### src/spm_pkg.sv
// shared constants and types for the protection-mode and indicator block
package spm_pkg;
	// clock and console timing
	localparam int unsigned CLK_PERIOD_NS = 10;
	localparam int unsigned CLK_HZ = 100_000_000;
	localparam int unsigned CONSOLE_BAUD = 38_400;
	localparam int unsigned BAUD_DIV = CLK_HZ / CONSOLE_BAUD;
	localparam int unsigned CONSOLE_DATA_BITS = 8;
	localparam int unsigned CONSOLE_STOP_BITS = 1;
	localparam int unsigned CONSOLE_FRAME_SHIFTS = CONSOLE_DATA_BITS + CONSOLE_STOP_BITS;
	// indicator blink and crossover hunt slots
	localparam int unsigned BLINK_HALF_MS = 50;
	localparam int unsigned BLINK_CYC = BLINK_HALF_MS * 1_000_000 / CLK_PERIOD_NS;
	localparam int unsigned MDIX_SLOT_MS = 60;
	localparam int unsigned MDIX_CYC = MDIX_SLOT_MS * 1_000_000 / CLK_PERIOD_NS;
	// mode strap positions
	localparam int unsigned STRAP_DUAL = 0;
	localparam int unsigned STRAP_NONREV = 1;
	localparam int unsigned STRAP_REV = 2;
	localparam int unsigned STRAP_LOSPD_SEC = 3;
	localparam int unsigned STRAP_LOSPD_PRI = 4;
	localparam int unsigned STRAP_RSVD = 5;
	localparam int unsigned STRAP_W = 6;
	// port indexes in the forwarding map, bit = src*4+dst
	localparam int unsigned P_PRI = 0;
	localparam int unsigned P_SEC = 1;
	localparam int unsigned P_CU0 = 2;
	localparam int unsigned P_CU1 = 3;
	localparam int unsigned NPORT = 4;
	// register byte offsets
	localparam logic [7:0] REG_STATUS = 8'h00;
	localparam logic [7:0] REG_IRQ_STATUS = 8'h04;
	localparam logic [7:0] REG_IRQ_MASK = 8'h08;
	localparam logic [7:0] REG_CONSOLE = 8'h0C;
	// interrupt status bits
	localparam int unsigned IRQ_SWITCHOVER = 0;
	localparam int unsigned IRQ_REVERT = 1;
	localparam int unsigned IRQ_FAULT_PRI = 2;
	localparam int unsigned IRQ_FAULT_SEC = 3;
	localparam int unsigned IRQ_W = 4;
	localparam logic [3:0] IRQ_MASK_RST = 4'h0;
	localparam logic [7:0] LFSR_SEED = 8'hA5;
	// bus responses
	localparam logic [1:0] RESP_OKAY = 2'h0;
	localparam logic [1:0] RESP_SLVERR = 2'h2;
	// operating modes
	typedef enum logic [3:0] {
		SPM_MODE_SWITCH = 4'b0001,
		SPM_MODE_DUAL = 4'b0010,
		SPM_MODE_NONREV = 4'b0100,
		SPM_MODE_REV = 4'b1000
	} spm_mode_t;
	// which optical port carries traffic
	typedef enum logic [1:0] {
		SPM_PATH_PRIMARY = 2'b01,
		SPM_PATH_SECONDARY = 2'b10
	} spm_path_t;
endpackage : spm_pkg

### src/spm_top.sv
// mode selection, 1+1 protection switching and port indicators with register access
//
// The register offsets and the AXI4-Lite register port were left to the implementer.
`timescale 1ns/1ps
`default_nettype none
module spm_top #(
	parameter int unsigned ADDR_W = 8,
	parameter int unsigned BLINK_CYC = spm_pkg::BLINK_CYC,
	parameter int unsigned MDIX_CYC = spm_pkg::MDIX_CYC
) (
	// clock, reset, enable
	input wire logic clk_in,
	input wire logic resetn_in,
	input wire logic ce_in,
	// mode straps, high is on
	input wire logic [5:0] mode_strap_in,
	// optical port status, bit 0 primary, bit 1 secondary
	input wire logic [1:0] opt_link_in,
	input wire logic [1:0] opt_module_fault_in,
	input wire logic [1:0] opt_oam_session_in,
	// copper port status, bit per port
	input wire logic [1:0] cu_link_in,
	input wire logic [1:0] cu_activity_in,
	input wire logic [1:0] cu_full_duplex_in,
	// axi4-lite write
	input wire logic s_axi_awvalid,
	output logic s_axi_awready,
	input wire logic [ADDR_W-1:0] s_axi_awaddr,
	input wire logic s_axi_wvalid,
	output logic s_axi_wready,
	input wire logic [31:0] s_axi_wdata,
	input wire logic [3:0] s_axi_wstrb,
	output logic s_axi_bvalid,
	input wire logic s_axi_bready,
	output logic [1:0] s_axi_bresp,
	// axi4-lite read
	input wire logic s_axi_arvalid,
	output logic s_axi_arready,
	input wire logic [ADDR_W-1:0] s_axi_araddr,
	output logic s_axi_rvalid,
	input wire logic s_axi_rready,
	output logic [31:0] s_axi_rdata,
	output logic [1:0] s_axi_rresp,
	// fabric control
	output logic [15:0] fwd_map_out,
	output logic [1:0] cu_crossover_out,
	output logic low_speed_select_primary_out,
	output logic low_speed_select_secondary_out,
	// indicators
	output logic [1:0] fault_indicator_out,
	output logic [1:0] optical_link_indicator_out,
	output logic [1:0] active_indicator_out,
	output logic [1:0] oam_indicator_out,
	output logic [1:0] copper_link_activity_indicator_out,
	output logic [1:0] full_duplex_indicator_out,
	// console and interrupt
	output logic console_txd_out,
	output logic irq_out
);
	typedef struct packed {
		logic awready;
		logic wready;
		logic bvalid;
		logic [1:0] bresp;
		logic aw_got;
		logic w_got;
		logic [ADDR_W-1:0] awaddr;
		logic [31:0] wdata;
		logic [3:0] wstrb;
		logic arready;
		logic rvalid;
		logic [1:0] rresp;
		logic [31:0] rdata;
		logic [3:0] ists;
		logic [3:0] imask;
		logic irq;
		spm_pkg::spm_mode_t mode;
		spm_pkg::spm_path_t path;
		logic [1:0] fault_prev;
		logic [15:0] fwd;
		logic [1:0] led_fault;
		logic [1:0] led_link;
		logic [1:0] led_active;
		logic [1:0] led_oam;
		logic [1:0] led_cu;
		logic [1:0] led_fdx;
		logic [1:0] mdix;
		logic lospd_pri;
		logic lospd_sec;
		logic [23:0] blink_cnt;
		logic blink_ph;
		logic [1:0] act_seen;
		logic [23:0] mdix_cnt;
		logic [7:0] lfsr;
		logic con_start;
		logic [7:0] con_data;
	} spm_state_t;

	spm_state_t s_q, s_d;
	spm_pkg::spm_mode_t mode_d;
	logic [1:0] opt_fault;
	logic [3:0] ev;
	logic con_busy;

	// strap priority: dual, then revertive, then non-revertive, else plain switch
	function automatic spm_pkg::spm_mode_t spm_decode_mode(input logic [5:0] st);
		if (st[spm_pkg::STRAP_DUAL]) begin
			return spm_pkg::SPM_MODE_DUAL;
		end else if (st[spm_pkg::STRAP_REV]) begin
			return spm_pkg::SPM_MODE_REV;
		end else if (st[spm_pkg::STRAP_NONREV]) begin
			return spm_pkg::SPM_MODE_NONREV;
		end
		return spm_pkg::SPM_MODE_SWITCH;
	endfunction : spm_decode_mode

	// allowed forwarding, bit src*4+dst
	function automatic logic [15:0] spm_fwd(input spm_pkg::spm_mode_t m, input spm_pkg::spm_path_t p);
		logic [15:0] f;
		int unsigned a;
		f = 16'h0000;
		a = (p == spm_pkg::SPM_PATH_PRIMARY) ? spm_pkg::P_PRI : spm_pkg::P_SEC;
		case (m)
			spm_pkg::SPM_MODE_SWITCH: begin
				for (int unsigned i = 0; i < spm_pkg::NPORT; i++) begin
					for (int unsigned j = 0; j < spm_pkg::NPORT; j++) begin
						f[i*4+j] = (i != j);
					end
				end
			end
			spm_pkg::SPM_MODE_DUAL: begin
				f[spm_pkg::P_PRI*4+spm_pkg::P_CU0] = 1'b1;
				f[spm_pkg::P_CU0*4+spm_pkg::P_PRI] = 1'b1;
				f[spm_pkg::P_SEC*4+spm_pkg::P_CU1] = 1'b1;
				f[spm_pkg::P_CU1*4+spm_pkg::P_SEC] = 1'b1;
			end
			spm_pkg::SPM_MODE_NONREV, spm_pkg::SPM_MODE_REV: begin
				f[a*4+spm_pkg::P_CU0] = 1'b1;
				f[spm_pkg::P_CU0*4+a] = 1'b1;
				f[a*4+spm_pkg::P_CU1] = 1'b1;
				f[spm_pkg::P_CU1*4+a] = 1'b1;
				f[spm_pkg::P_CU0*4+spm_pkg::P_CU1] = 1'b1;
				f[spm_pkg::P_CU1*4+spm_pkg::P_CU0] = 1'b1;
			end
			default: begin
				f = 16'h0000;
			end
		endcase
		return f;
	endfunction : spm_fwd

	// a protection port is faulty with no link or a module fault
	assign opt_fault = ~opt_link_in | opt_module_fault_in;
	assign mode_d = spm_decode_mode(mode_strap_in);

	// next state of the whole block
	always_comb begin
		s_d = s_q;
		ev = 4'h0;
		s_d.mode = mode_d;
		s_d.con_start = 1'b0;
		// protection path; outside protection the primary is nominal
		if (mode_d == spm_pkg::SPM_MODE_NONREV || mode_d == spm_pkg::SPM_MODE_REV) begin
			case (s_q.path)
				spm_pkg::SPM_PATH_PRIMARY: begin
					if (opt_fault[0] && !opt_fault[1]) begin
						s_d.path = spm_pkg::SPM_PATH_SECONDARY;
						ev[spm_pkg::IRQ_SWITCHOVER] = 1'b1;
					end
				end
				spm_pkg::SPM_PATH_SECONDARY: begin
					if (mode_d == spm_pkg::SPM_MODE_REV && !opt_fault[0]) begin
						s_d.path = spm_pkg::SPM_PATH_PRIMARY;
						ev[spm_pkg::IRQ_REVERT] = 1'b1;
					end else if (opt_fault[1]) begin
						s_d.path = spm_pkg::SPM_PATH_PRIMARY;
						ev[spm_pkg::IRQ_REVERT] = 1'b1;
					end
				end
				default: begin
					s_d.path = spm_pkg::SPM_PATH_PRIMARY;
				end
			endcase
		end else begin
			s_d.path = spm_pkg::SPM_PATH_PRIMARY;
		end
		s_d.fwd = spm_fwd(mode_d, s_d.path);
		ev[spm_pkg::IRQ_FAULT_PRI] = opt_fault[0] && !s_q.fault_prev[0];
		ev[spm_pkg::IRQ_FAULT_SEC] = opt_fault[1] && !s_q.fault_prev[1];
		s_d.fault_prev = opt_fault;
		// optical indicators
		s_d.led_fault = opt_fault;
		s_d.led_link = opt_link_in;
		s_d.led_oam = opt_oam_session_in;
		if (mode_d == spm_pkg::SPM_MODE_NONREV || mode_d == spm_pkg::SPM_MODE_REV) begin
			s_d.led_active[0] = opt_link_in[0] && s_d.path == spm_pkg::SPM_PATH_PRIMARY;
			s_d.led_active[1] = opt_link_in[1] && s_d.path == spm_pkg::SPM_PATH_SECONDARY;
		end else begin
			s_d.led_active = opt_link_in;
		end
		s_d.lospd_pri = mode_strap_in[spm_pkg::STRAP_LOSPD_PRI];
		s_d.lospd_sec = mode_strap_in[spm_pkg::STRAP_LOSPD_SEC];
		// blink window: activity seen so far in a half period blanks the indicator while blink_ph is high
		if (s_q.blink_cnt >= 24'(BLINK_CYC - 1)) begin
			s_d.blink_cnt = 24'h000000;
			s_d.blink_ph = !s_q.blink_ph;
			s_d.act_seen = cu_activity_in;
		end else begin
			s_d.blink_cnt = s_q.blink_cnt + 24'h000001;
			s_d.act_seen = s_q.act_seen | cu_activity_in;
		end
		s_d.led_cu = cu_link_in & ~(s_d.act_seen & {2{s_d.blink_ph}});
		s_d.led_fdx = cu_link_in & cu_full_duplex_in;
		// crossover hunt: pseudo-random flips while unlinked so two hunting ends meet
		if (s_q.mdix_cnt >= 24'(MDIX_CYC - 1)) begin
			s_d.mdix_cnt = 24'h000000;
			s_d.lfsr = {s_q.lfsr[6:0], s_q.lfsr[7] ^ s_q.lfsr[5] ^ s_q.lfsr[4] ^ s_q.lfsr[3]};
			s_d.mdix = s_q.mdix ^ (~cu_link_in & s_q.lfsr[1:0]);
		end else begin
			s_d.mdix_cnt = s_q.mdix_cnt + 24'h000001;
		end
		// write channel: address and data taken in either order
		if (s_q.bvalid && s_axi_bready) begin
			s_d.bvalid = 1'b0;
		end
		if (s_axi_awvalid && s_q.awready) begin
			s_d.aw_got = 1'b1;
			s_d.awaddr = s_axi_awaddr;
		end
		if (s_axi_wvalid && s_q.wready) begin
			s_d.w_got = 1'b1;
			s_d.wdata = s_axi_wdata;
			s_d.wstrb = s_axi_wstrb;
		end
		if (s_d.aw_got && s_d.w_got && !s_d.bvalid) begin
			s_d.bvalid = 1'b1;
			s_d.aw_got = 1'b0;
			s_d.w_got = 1'b0;
			s_d.bresp = spm_pkg::RESP_OKAY;
			case (s_d.awaddr[7:0])
				spm_pkg::REG_IRQ_MASK: begin
					if (s_d.wstrb[0]) begin
						s_d.imask = s_d.wdata[3:0];
					end
				end
				spm_pkg::REG_CONSOLE: begin
					// a byte written while the line is busy is dropped
					if (s_d.wstrb[0] && !con_busy && !s_q.con_start) begin
						s_d.con_start = 1'b1;
						s_d.con_data = s_d.wdata[7:0];
					end
				end
				spm_pkg::REG_STATUS, spm_pkg::REG_IRQ_STATUS: begin
					s_d.bresp = spm_pkg::RESP_OKAY; // read-only, write ignored
				end
				default: begin
					s_d.bresp = spm_pkg::RESP_SLVERR;
				end
			endcase
		end
		s_d.awready = !s_d.aw_got && !s_d.bvalid;
		s_d.wready = !s_d.w_got && !s_d.bvalid;
		// read channel; reading interrupt status clears it
		if (s_q.rvalid && s_axi_rready) begin
			s_d.rvalid = 1'b0;
		end
		if (s_axi_arvalid && s_q.arready) begin
			s_d.rvalid = 1'b1;
			s_d.rresp = spm_pkg::RESP_OKAY;
			s_d.rdata = 32'h00000000;
			case (s_axi_araddr[7:0])
				spm_pkg::REG_STATUS: begin
					s_d.rdata[10:0] = {con_busy, s_q.led_fault, s_q.led_link, s_q.path, s_q.mode};
				end
				spm_pkg::REG_IRQ_STATUS: begin
					s_d.rdata[3:0] = s_q.ists;
					s_d.ists = 4'h0;
				end
				spm_pkg::REG_IRQ_MASK: begin
					s_d.rdata[3:0] = s_q.imask;
				end
				spm_pkg::REG_CONSOLE: begin
					s_d.rdata[8] = con_busy || s_q.con_start;
				end
				default: begin
					s_d.rresp = spm_pkg::RESP_SLVERR;
				end
			endcase
		end
		s_d.arready = !s_d.rvalid;
		// set wins over the read clear
		s_d.ists = s_d.ists | ev;
		s_d.irq = |(s_d.ists & s_d.imask);
	end

	// state register; clock enable low freezes everything
	always_ff @(posedge clk_in or negedge resetn_in) begin
		if (!resetn_in) begin
			s_q <= '0;
			s_q.mode <= spm_pkg::SPM_MODE_SWITCH;
			s_q.path <= spm_pkg::SPM_PATH_PRIMARY;
			s_q.imask <= spm_pkg::IRQ_MASK_RST;
			s_q.lfsr <= spm_pkg::LFSR_SEED;
			s_q.fault_prev <= 2'h3;
			s_q.fwd <= 16'h7BDE;
			s_q.awready <= 1'b1;
			s_q.wready <= 1'b1;
			s_q.arready <= 1'b1;
		end else if (ce_in) begin
			s_q <= s_d;
		end
	end

	// console line
	spm_console_tx u_console (
		.clk_in(clk_in),
		.resetn_in(resetn_in),
		.ce_in(ce_in),
		.start_in(s_q.con_start),
		.data_in(s_q.con_data),
		.txd_out(console_txd_out),
		.busy_out(con_busy)
	);

	// outputs straight from the state register
	assign s_axi_awready = s_q.awready;
	assign s_axi_wready = s_q.wready;
	assign s_axi_bvalid = s_q.bvalid;
	assign s_axi_bresp = s_q.bresp;
	assign s_axi_arready = s_q.arready;
	assign s_axi_rvalid = s_q.rvalid;
	assign s_axi_rdata = s_q.rdata;
	assign s_axi_rresp = s_q.rresp;
	assign fwd_map_out = s_q.fwd;
	assign cu_crossover_out = s_q.mdix;
	assign low_speed_select_primary_out = s_q.lospd_pri;
	assign low_speed_select_secondary_out = s_q.lospd_sec;
	assign fault_indicator_out = s_q.led_fault;
	assign optical_link_indicator_out = s_q.led_link;
	assign active_indicator_out = s_q.led_active;
	assign oam_indicator_out = s_q.led_oam;
	assign copper_link_activity_indicator_out = s_q.led_cu;
	assign full_duplex_indicator_out = s_q.led_fdx;
	assign irq_out = s_q.irq;
endmodule : spm_top
`default_nettype wire

### src/spm_console_tx.sv
// serial console transmitter, 8 data bits, 1 stop bit, no parity
`timescale 1ns/1ps
`default_nettype none
module spm_console_tx (
	// clock and reset
	input wire logic clk_in,
	input wire logic resetn_in,
	input wire logic ce_in,
	// byte request
	input wire logic start_in,
	input wire logic [7:0] data_in,
	// line and state
	output logic txd_out,
	output logic busy_out
);
	typedef struct packed {
		logic [11:0] cnt;
		logic [3:0] bitn;
		logic [8:0] sh;
		logic busy;
		logic txd;
	} spm_tx_state_t;

	spm_tx_state_t s_q, s_d;

	// start bit goes out at once, then data lsb first and the stop bit
	always_comb begin
		s_d = s_q;
		if (!s_q.busy) begin
			if (start_in) begin
				s_d.busy = 1'b1;
				s_d.txd = 1'b0;
				s_d.sh = {1'b1, data_in};
				s_d.bitn = 4'(spm_pkg::CONSOLE_FRAME_SHIFTS);
				s_d.cnt = 12'(spm_pkg::BAUD_DIV - 1);
			end
		end else if (s_q.cnt != 12'h000) begin
			s_d.cnt = s_q.cnt - 12'h001;
		end else if (s_q.bitn == 4'h0) begin
			s_d.busy = 1'b0; // stop bit has had its full time
		end else begin
			s_d.txd = s_q.sh[0];
			s_d.sh = {1'b1, s_q.sh[8:1]};
			s_d.bitn = s_q.bitn - 4'h1;
			s_d.cnt = 12'(spm_pkg::BAUD_DIV - 1);
		end
	end

	// idle line is high
	always_ff @(posedge clk_in or negedge resetn_in) begin
		if (!resetn_in) begin
			s_q <= '{cnt: 12'h000, bitn: 4'h0, sh: 9'h1FF, busy: 1'b0, txd: 1'b1};
		end else if (ce_in) begin
			s_q <= s_d;
		end
	end

	assign txd_out = s_q.txd;
	assign busy_out = s_q.busy;
endmodule : spm_console_tx
`default_nettype wire

### config.mk
export PLATFORM = sky130hd
export DESIGN_NAME = spm_top
export DESIGN_NICKNAME = d
export VERILOG_FILES = /design/src/spm_pkg.sv /design/src/spm_top.sv /design/src/spm_console_tx.sv
export SDC_FILE = /design/constraint.sdc
export NUM_CORES = 1
export LEC_CHECK = 0
export BUFFER_PORTS_ARGS = -buffer_cell sky130_fd_sc_hd__buf_2
export CAP_MARGIN = 30
export CORE_UTILIZATION = 57
export DETAILED_ROUTE_END_ITERATION = 8
export HOLD_SLACK_MARGIN = 0.1
export PLACE_DENSITY_LB_ADDON = 0.3
export SETUP_SLACK_MARGIN = 0.02
export SLEW_MARGIN = 15
export SYNTH_ARGS = -nofsm -noshare
export SYNTH_HDL_FRONTEND = slang
export SYNTH_HIERARCHICAL = 1
export SYNTH_SLANG_ARGS = --single-unit
### constraint.sdc
create_clock -name clk_in -period 2.9 [get_ports clk_in]
set_input_delay 0.29 -clock clk_in [delete_from_list [all_inputs] [get_ports clk_in]]
set_output_delay 0.29 -clock clk_in [all_outputs]
set_load 0.005 [all_outputs]
Word-level counts from Yosys, hierarchy flattened
Cells that the tools add are included.
{"block": "totals", "elab_cells": 214, "input_bits": 78, "ff_bits": 186}
{"block": "op_classes", "n_eq_ne": 17, "bitwise_logic": 18, "reduce_logical": 52, "addsub": 8, "order_cmp": 10, "mux": 67}
{"cell": "27-bit two-way mux", "count": 2}
{"cell": "24-bit by 1-bit adder with 24-bit output, second input constant", "count": 2}
{"cell": "24-bit by 23-bit >= comparator with 1-bit output, second input constant", "count": 2}
{"cell": "24-bit two-way mux", "count": 2}
{"cell": "16-bit OR", "count": 3}
{"cell": "39-bit two-way mux", "count": 1}
{"cell": "4-bit two-way mux", "count": 9}
{"cell": "8-bit by 4-bit == test with 1-bit output, second input constant", "count": 4}
{"cell": "9-bit two-way mux", "count": 3}
{"cell": "25-bit two-way mux", "count": 1}
{"cell": "12-bit two-way mux", "count": 2}
{"cell": "1-bit logical AND", "count": 21}
{"cell": "1-bit two-way mux", "count": 20}
{"cell": "2-bit two-way mux", "count": 10}
{"cell": "1-bit demux with 4-bit select", "count": 4}
{"cell": "8-bit by 3-bit == test with 1-bit output, second input constant", "count": 2}
{"cell": "8-bit zero test", "count": 2}
{"cell": "2-bit one-hot mux with 2 select lines", "count": 4}
{"cell": "4-bit one-hot mux with 2 select lines", "count": 2}
{"cell": "15-bit two-way mux", "count": 1}
{"cell": "1-bit zero test", "count": 12}
{"cell": "4-bit one-hot mux with 3 select lines", "count": 1}
{"cell": "12-bit nonzero test", "count": 1}
{"cell": "4-bit OR reduction", "count": 3}
{"cell": "33 further kinds", "count": 58}

Longest topological paths before layout
Gate-level depths: netlist of the first run.
{"block": "depth", "word_depth": 20, "depth_mapped": 9, "mapped_depth_nobuf": 8}

Cells and area by module
Netlist of the first run, hierarchy kept.
{"mod": "spm_top", "n_inst": 1, "area_per_inst_um2": 7302.0, "cells_each": 718}
{"mod": "spm_console_tx", "n_inst": 1, "area_per_inst_um2": 1512.7, "cells_each": 136}

Least setup slack after synthesis of the first run
No wires, ideal clock.
{"block": "synth_timing", "path_type": "flip-flop to flip-flop", "from": "reg s_q[17] (netlist name)", "to": "reg s_q[16] (netlist name)", "period_less_slack_ns": 2.551, "path_slack_ns": 0.349, "required_time_ns": 2.818, "n_path_buf": 1, "path_stages_with_launch": 9, "setup_time_ns": 0.082, "arrival_ns": 2.469, "path_cell_list": "dfrtp_1 -> ha_1 -> and3_1 -> a41o_1 -> a41oi_1 -> o41a_1 -> nor2_1 -> buf_2 -> mux2_2"}
{"block": "synth_between", "elab_chain_cells": 2}
{"element": "start: declaration", "line_no": "spm_top.sv:99", "text": "spm_state_t s_q, s_d;"}
{"element": "24-bit by 23-bit >= comparator with 1-bit output", "line_no": "spm_top.sv:215", "text": "if (s_q.mdix_cnt >= 24'(MDIX_CYC - 1)) begin"}
{"element": "2-bit AND reduction (no line)"}
No other way between the ends.
A chain may end at the register's enable or synchronous reset.

Worst setup path in the final report of the first run
{"block": "layout_timing", "from": "in s_axi_awaddr[5]", "to": "reg s_q[111] (netlist name)"}
{"block": "layout_between", "elab_chain_cells": 4}
{"element": "start: declaration", "line_no": "spm_top.sv:28", "text": "input wire logic [ADDR_W-1:0] s_axi_awaddr,"}
{"element": "8-bit two-way mux", "line_no": "spm_top.sv:226", "text": "if (s_axi_awvalid && s_q.awready) begin"}
{"element": "8-bit by 4-bit == test with 1-bit output", "line_no": "spm_top.sv:240", "text": "case (s_d.awaddr[7:0])"}
{"element": "4-bit two-way mux", "line_no": "spm_top.sv:240"}
{"element": "4-bit two-way mux", "line_no": "spm_top.sv:235", "text": "if (s_d.aw_got && s_d.w_got && !s_d.bvalid) begin"}
No other way between the ends.

==> out/qor.csv, run 1 <==
stage,metric,value,unit
grt,globalRouteMet2Util,36.92,%
pwr,p_seq_share,47.7,%
timing,worst_pin_slew,0.7061,ns
logic_synthesis,synth.distinct_cells,73,
logic_synthesis,seq_area_frac_synth,49.52,%
logic_synthesis,synth.ff_latch_count,173,
floorplanning,die_area,0.01597,mm²
pwr,p_clk_share,34.0,%
run,drv_cap,0,
timing,max_freq,0.3583,GHz
clock_network,clock_sinks,173,
clock_network,numCtsBuffers,17,
detailed_routing,routed_wl,17940,µm
critical_path,r2r-end,s_q[111]$_DFFE_PN0P_,
pwr,peakVddDrop,0.4702,mV
pwr,switchingPower,1.867,mW
timing,hold_violations,0,
logic_synthesis,yosys-top-cells-area,"dfrtp_1 (41%), dfstp_2 (8.6%), buf_4 (5.8%)",
timing,rsz0062_at_grt,no,
critical_path,critPathRequiredTime,3.21,ns
detailed_routing,drt-pass1-iter-count,5,
critical_path,worstPathArrival,3.10,ns
timing,fin_crit,2.791,ns
timing,min_period_over_period,96.23,%
detailed_routing,wl_per_cell,15.61,µm
layout,fill_cells,1179,
logic_synthesis,avgSynthCellArea,10.32,µm²
timing,fin_tns_setup,0,ns
layout,nets,1033,
grt,busiest_layer,met2,
clock_network,cts.path.max_buffers,2,
critical_path,rrSetupSlack,0.41,ns
critical_path,critPathKind,primary input to flip-flop,
logic_synthesis,netlist_instances,854,
detailed_routing,drcViolationCount,0,
grt,overflow,0,
detailed_routing,via_per_inst,5.651,
logic_synthesis,yosysMostFrequentCell,dfrtp_1,
timing,slew_violations,0,
floorplanning,ioPinCount,153,
grt,grt_pass1_vias,6184,
grt,grt_util_met3,6.284,%
min_path,hold_end,s_q[161]$_DFFE_PN0P_,
placed_design,post-place-ws,0.1979,ns
logic_synthesis,synth_edf_count,0,
clock_network,cts_root_buf,clkbuf_16,
pwr,power_leakage,4.623,nW
layout,area_delta_synth_final,13.29,%
pwr,p_total,6.510,mW
critical_path,r2r_start,s_axi_awready$_DFFE_PN1P_,
min_path,holdPathStages,2,
critical_path,reg2reg_depth,5,
outcome,status,"finished, final reports clean",
logic_synthesis,synth_top_area_cell,dfrtp_1,
pwr,p_int,4.642,mW
critical_path,critPathCaptureType,flip-flop,
grt,track_usage,24.06,%
detailed_routing,via_count,6493,
layout,design_area,0.009986,mm²
timing,worst_slack,0.1094,ns
layout,drive_gt1_share,25.00,%
floorplanning,die_width,126.4,µm
timing,maxSlewHeadroom,52.93,%
floorplanning,initial_core_util,58.20,%
min_path,min_from,s_axi_wdata[4],
grt,grt_use_met1,33.13,%
floorplanning,fp-row-count,45,
logic_synthesis,yosys-top-cells-count,"dfrtp_1 (144), nor2_1 (94), buf_4 (68), nand2_1 (57), mux2_2 (45)",
min_path,min_path_type,primary input to flip-flop,
floorplanning,die_h,126.4,µm
pwr,p_per_area,651.9,mW/mm²
placed_design,dpl_cell_area,0.009191,mm²
pwr,p_comb_share,18.2,%
layout,layout.cells.non_filler,1149,
timing,clock_skew,0.006725,ns
detailed_routing,drt_iter0_markers,382,
grt,grt_start_max_net_pins,78,
placed_design,hpwlAfterDp,12160,µm
placed_design,io_buffers,97,
logic_synthesis,syn_area,0.008815,mm²
clock_network,cts_tree,done,
grt,grt_first_pass_wirelength,30220,µm
floorplanning,core-area,0.01515,mm²
clock_network,cts-htree-levels,4,
placed_design,gp_congestion,0.8576,
logic_synthesis,yosys.area.top_type_share,40.88,%
logic_synthesis,synthFlopType,dfrtp_1,
critical_path,critPathMaxFanout,8,
grt,antenna_found_initial,2,
clock_network,clock_latency,0.43,ns
timing,setup_viol,0,
placed_design,dp_cells,1095,
critical_path,cp-start-kind,primary input,
clock_network,cts.clk_slew.worst_paths,0.06,ns
pwr,swShare,28.68,%
logic_synthesis,async_reset_ff_share,100.0,%
logic_synthesis,ys_warn_count,6,
detailed_routing,ant_nets,0,
-- area by class of cell --
type                            instances  area (µm²)  area share [%]
Sequential cell                       173        4365           43.72
Tap cell                              188       235.2           2.356
Antenna cell                            1       2.502         0.02506
Clock buffer                           21       450.4           4.511
Multi-Input combinational cell        578        3799           38.04
Clock inverter                         10       116.4           1.165
Inverter                               40       150.1           1.504
Timing Repair Buffer                  138       867.1           8.683
-- flip-flops by register name (all words and copies together), names as in the netlist, 2 cells and up --
name / flops
active_indicator_out: 2
copper_link_activity_indicator_out: 2
cu_crossover_out: 2
fault_indicator_out: 2
full_duplex_indicator_out: 2
fwd_map_out: 8
oam_indicator_out: 2
optical_link_indicator_out: 2
s_axi_rdata: 11
s_q: 103
u_console/s_q: 25
-- kinds of logic (layout without fill, tap and decap cells) --
family / after synthesis / after routing / synth area share [%]
AO/OA/AOI/OAI: 162 / 162 / 12.66
XOR/XNOR: 43 / 43 / 4.273
adder cells (fa/ha/maj): 7 / 7 / 0.9936
buffers and inverters: 129 / 209 / 8.545
flip-flops: 173 / 173 / 49.52
multiplexers: 61 / 61 / 7.693
other: 1 / 28 / 0.04254
AND/OR/NAND/NOR: 278 / 278 / 16.27
-- cells in the final DEF (no fill, tap or decap), drive strengths merged, types with 18 or more instances in the layout --
cell type	n
a21oi	38
buf	116
clkbuf	21
conb	27
dfrtp	144
dfstp	29
dlygate4sd3	22
inv	41
mux2	48
nand2	57
nand3	26
nor2	94
nor3	18
o21ai	35
xnor2	30
-- stage by stage --
stage                     util, %  hold WS (ns)
after floorplan                 -     -0.005591
after global placement      60.69        0.3668
after detailed placement    60.69        0.3686
after CTS                   65.88        0.1004
after global routing        65.91        0.1062
final                       65.93        0.1094
-- layer usage --
layer	share of wire [%]	wire (µm)	vias up
met5	0.056	10	-
met4	1.9	343	2
met3	5.2	937	29
met1	47	8511	3165
met2	45	8137	184
li1	-	-	3113
-- power groups by stage --
stage,Sequential (mW),Clock [mW],Combinational [mW]
floorplan,3.06,0,0.881
global placement,3.13,0,1.11
detailed placement,3.13,0,1.15
CTS,3.10,2.26,1.18
global route,3.16,2.36,1.33
finish,3.11,2.21,1.19
-- how the worst max path moves through the flow --
stage	startpoint	to	depth (start not counted)
2_1_floorplan	s_q[17]$_DFFE_PN0P_	s_q[16]$_DFFE_PN1P_	8
3_3_place_gp	s_axi_awaddr[5]	s_q[111]$_DFFE_PN0P_	6
3_5_place_dp	s_axi_awaddr[5]	s_q[111]$_DFFE_PN0P_	6
4_1_cts	s_axi_awaddr[5]	s_q[111]$_DFFE_PN0P_	7
5_1_grt	s_axi_awaddr[5]	s_q[6]$_DFFE_PN0P_	9
6_report	s_axi_awaddr[5]	s_q[111]$_DFFE_PN0P_	7
-- critical path: stages --
cell and delay (ns):
dlygate4sd3_1 0.54, buf_2 0.13, or4_1 0.53, or4_4 0.45, a211o_4 0.41, or3_4 0.43, mux2_4 0.31
-- repair_timing --
action                                  4_1_cts  5_1_grt
setup buffers                                 0        0
hold buffers                                 22        0
endpoints found under the setup margin        0        2
endpoints found under the hold margin        88        0
gates resized for setup                       0        1
Note: power is estimated with default switching activity, not from simulation.
==> inputs of run 2 (changes only) <==
Settings changed: CORE_UTILIZATION 57 to 51.
Clock period 2.9 ns to 2.3 ns, I/O delays scaled along.
==> out/qor.csv, run 2 (synthesized netlist as in run 1, its figures left out) <==
stage,metric,value,unit,change
grt,track_usage,22.33,%,-1.7 points
timing,maxSlewHeadroom,55.24,%,+2.3 points
grt,globalRouteMet2Util,35.13,%,-1.8 points
critical_path,critPathCaptureType,flip-flop,,
detailed_routing,drt_iter0_markers,391,,+2.4%
pwr,p_comb_share,19.5,%,+1.3 points
layout,largest_register_ff_count,103,,unchanged
grt,grt_first_pass_wirelength,31800,µm,+5.3%
clock_network,cts.path.max_buffers,2,,unchanged
layout,drive_gt1_share,29.40,%,+4.4 points
outcome,status,"finished, final reports clean",,
detailed_routing,ant_nets,0,,unchanged
critical_path,critPathRequiredTime,2.61,ns,-0.60 ns
timing,min_period_over_period,99.55,%,
timing,setup_viol,0,,unchanged
floorplanning,fp-row-count,47,,+4.4%
pwr,p_int,5.939,mW,+28%
critical_path,worstPathArrival,2.60,ns,-0.50 ns
detailed_routing,via_per_inst,5.490,,-2.9%
clock_network,cts.clk_slew.worst_paths,0.07,ns,about the same
clock_network,cts_tree,done,,
pwr,p_per_area,798.4,mW/mm²,+22%
detailed_routing,routed_wl,19410,µm,+8.2%
timing,fin_crit,2.290,ns,
placed_design,io_buffers,97,,unchanged
grt,grt_util_met3,3.805,%,-2.5 points
layout,final_util,63.22,%,-2.7 points
floorplanning,initial_core_util,52.78,%,-5.4 points
critical_path,r2r-end,s_q[2]$_DFFE_PN0P_,,
critical_path,critPathKind,primary input to flip-flop,,
pwr,p_seq_share,46.5,%,-1.2 points
timing,clock_skew,0.006604,ns,-0.0001219 ns
min_path,holdPathStages,3,,+1
layout,area_delta_synth_final,19.79,%,
pwr,swShare,29.55,%,+0.87 points
pwr,power_leakage,4.850,nW,+4.9%
floorplanning,die_area,0.01781,mm²,+12%
pwr,switchingPower,2.491,mW,+33%
pwr,p_clk_share,34.0,%,about the same
grt,antenna_found_initial,1,,-1
critical_path,cp-start-kind,primary input,,
run,drv_cap,0,,unchanged
detailed_routing,via_count,6703,,+3.2%
clock_network,cts-htree-levels,4,,unchanged
pwr,peakVddDrop,0.6223,mV,+32%
floorplanning,die_h,133.5,µm,+5.6%
clock_network,numCtsBuffers,17,,unchanged
timing,max_freq,0.4367,GHz,
floorplanning,ioPinCount,153,,unchanged
grt,overflow,0,,unchanged
grt,grt_start_max_net_pins,55,,-29%
min_path,hold_end,s_axi_bvalid$_DFFE_PN0P_,,
grt,busiest_layer,met2,,
grt,grt_pass1_vias,6467,,+4.6%
timing,hold_slack,0.1079,ns,-0.001511 ns
critical_path,critPathMaxFanout,5,,-3
layout,nets,1072,,+3.8%
timing,hold_violations,0,,unchanged
critical_path,reg2reg_depth,6,,+1
floorplanning,core-area,0.01670,mm²,+10%
detailed_routing,drcViolationCount,0,,unchanged
min_path,min_from,s_axi_bready,,
min_path,min_path_type,primary input to flip-flop,,
placed_design,gp_congestion,0.8734,,+1.8%
timing,worst_pin_slew,0.6700,ns,-0.03604 ns
clock_network,cts_root_buf,clkbuf_16,,
critical_path,rrSetupSlack,0.03,ns,-0.38 ns
detailed_routing,drt-pass1-iter-count,5,,unchanged
grt,grt_use_met1,31.22,%,-1.9 points
layout,final_common_cell,dfrtp_1,,
floorplanning,die_width,133.5,µm,+5.6%
timing,slew_violations,0,,unchanged
clock_network,clock_latency,0.43,ns,about the same
timing,rsz0062_at_grt,yes,,
layout,regMostFlops,s_q,,
clock_network,clock_sinks,173,,unchanged
placed_design,hpwlAfterDp,12850,µm,+5.7%
layout,most-common-layout-cells,"dfrtp_1 (144), buf_2 (96), nor2_1 (85)",,
critical_path,r2r_start,s_axi_awready$_DFFE_PN1P_,,
detailed_routing,wl_per_cell,15.89,µm,+1.8%
==> run 2: area by class of cell <==
cell class	instances	area (µm²)
tap	220	275.3
fill	1334	6142
timing repair buffer	176	1254
antenna	1	2.502
multi-input combinational	579	3926
clock buffer	17	425.4
clock inverter	15	160.2
inverter	40	150.1
sequential	173	4365
==> run 2: how the worst max path moves through the flow <==
stage                     slack (ns)  cells after the start              endpoint                       from
after floorplan                -0.14                      6  s_q[110]$_DFFE_PN0P_            s_axi_awaddr[5]
after global placement         -0.22                      7    s_q[1]$_DFFE_PN0P_            s_axi_awaddr[5]
after detailed placement       -0.22                      7    s_q[2]$_DFFE_PN0P_            s_axi_awaddr[5]
after CTS                       0.04                      7   s_q[15]$_DFFE_PN0P_        s_q[17]$_DFFE_PN0P_
after global routing           -0.02                      6    s_q[1]$_DFFE_PN0P_  s_axi_awready$_DFFE_PN1P_
final                           0.01                      7    s_q[2]$_DFFE_PN0P_            s_axi_awaddr[7]
==> run 2: stage by stage <==
| step | std cells | power (mW) | worst slack, ns | TNS (ns) | area [µm²] |
|---|---|---|---|---|---|
| after floorplan | 880 | 4.972 | -0.1402 | -0.2804 | 8920 |
| after global placement | 1146 | 5.442 | -0.2182 | -2.335 | 9407 |
| after detailed placement | 1146 | 5.493 | -0.2185 | -2.557 | 9407 |
| after CTS | 1212 | 8.415 | 0.03863 | 0 | 10350 |
| after global routing | 1221 | 8.841 | -0.02410 | -0.08921 | 10560 |
| final | 1221 | 8.430 | 0.01027 | 0 | 10560 |
==> run 2: power groups by stage <==
stage / Sequential [mW] / Clock, mW / Combinational, mW
finish: 3.92 / 2.87 / 1.64
global route: 3.98 / 3.04 / 1.83
CTS: 3.90 / 2.91 / 1.61
detailed placement: 3.95 / 0 / 1.55
global placement: 3.93 / 0 / 1.51
floorplan: 3.86 / 0 / 1.11
==> run 2: what timing repair did <==
item | in CTS | in global routing
hold endpoints to repair | 72 | 0
setup buffers | 1 | 4
pin swaps | 3 | 8
setup endpoints to repair | 11 | 56
gates cloned | 0 | 4
hold buffers | 33 | 0
gates resized for setup | 4 | 37
==> run 2: metal layers <==
metal	routed length [µm]	vias up
li1	-	3186
met1	8838	3290
met2	9211	196
met5	0	-
met4	427	0
met3	928	31
==> run 2: worst max-delay path, stage by stage <==
cell and delay [ns]:
dlygate4sd3_1 0.56, buf_2 0.14, or4_4 0.52, a211o_4 0.36
buf_6 0.13, nor3_4 0.31, mux2_4 0.34
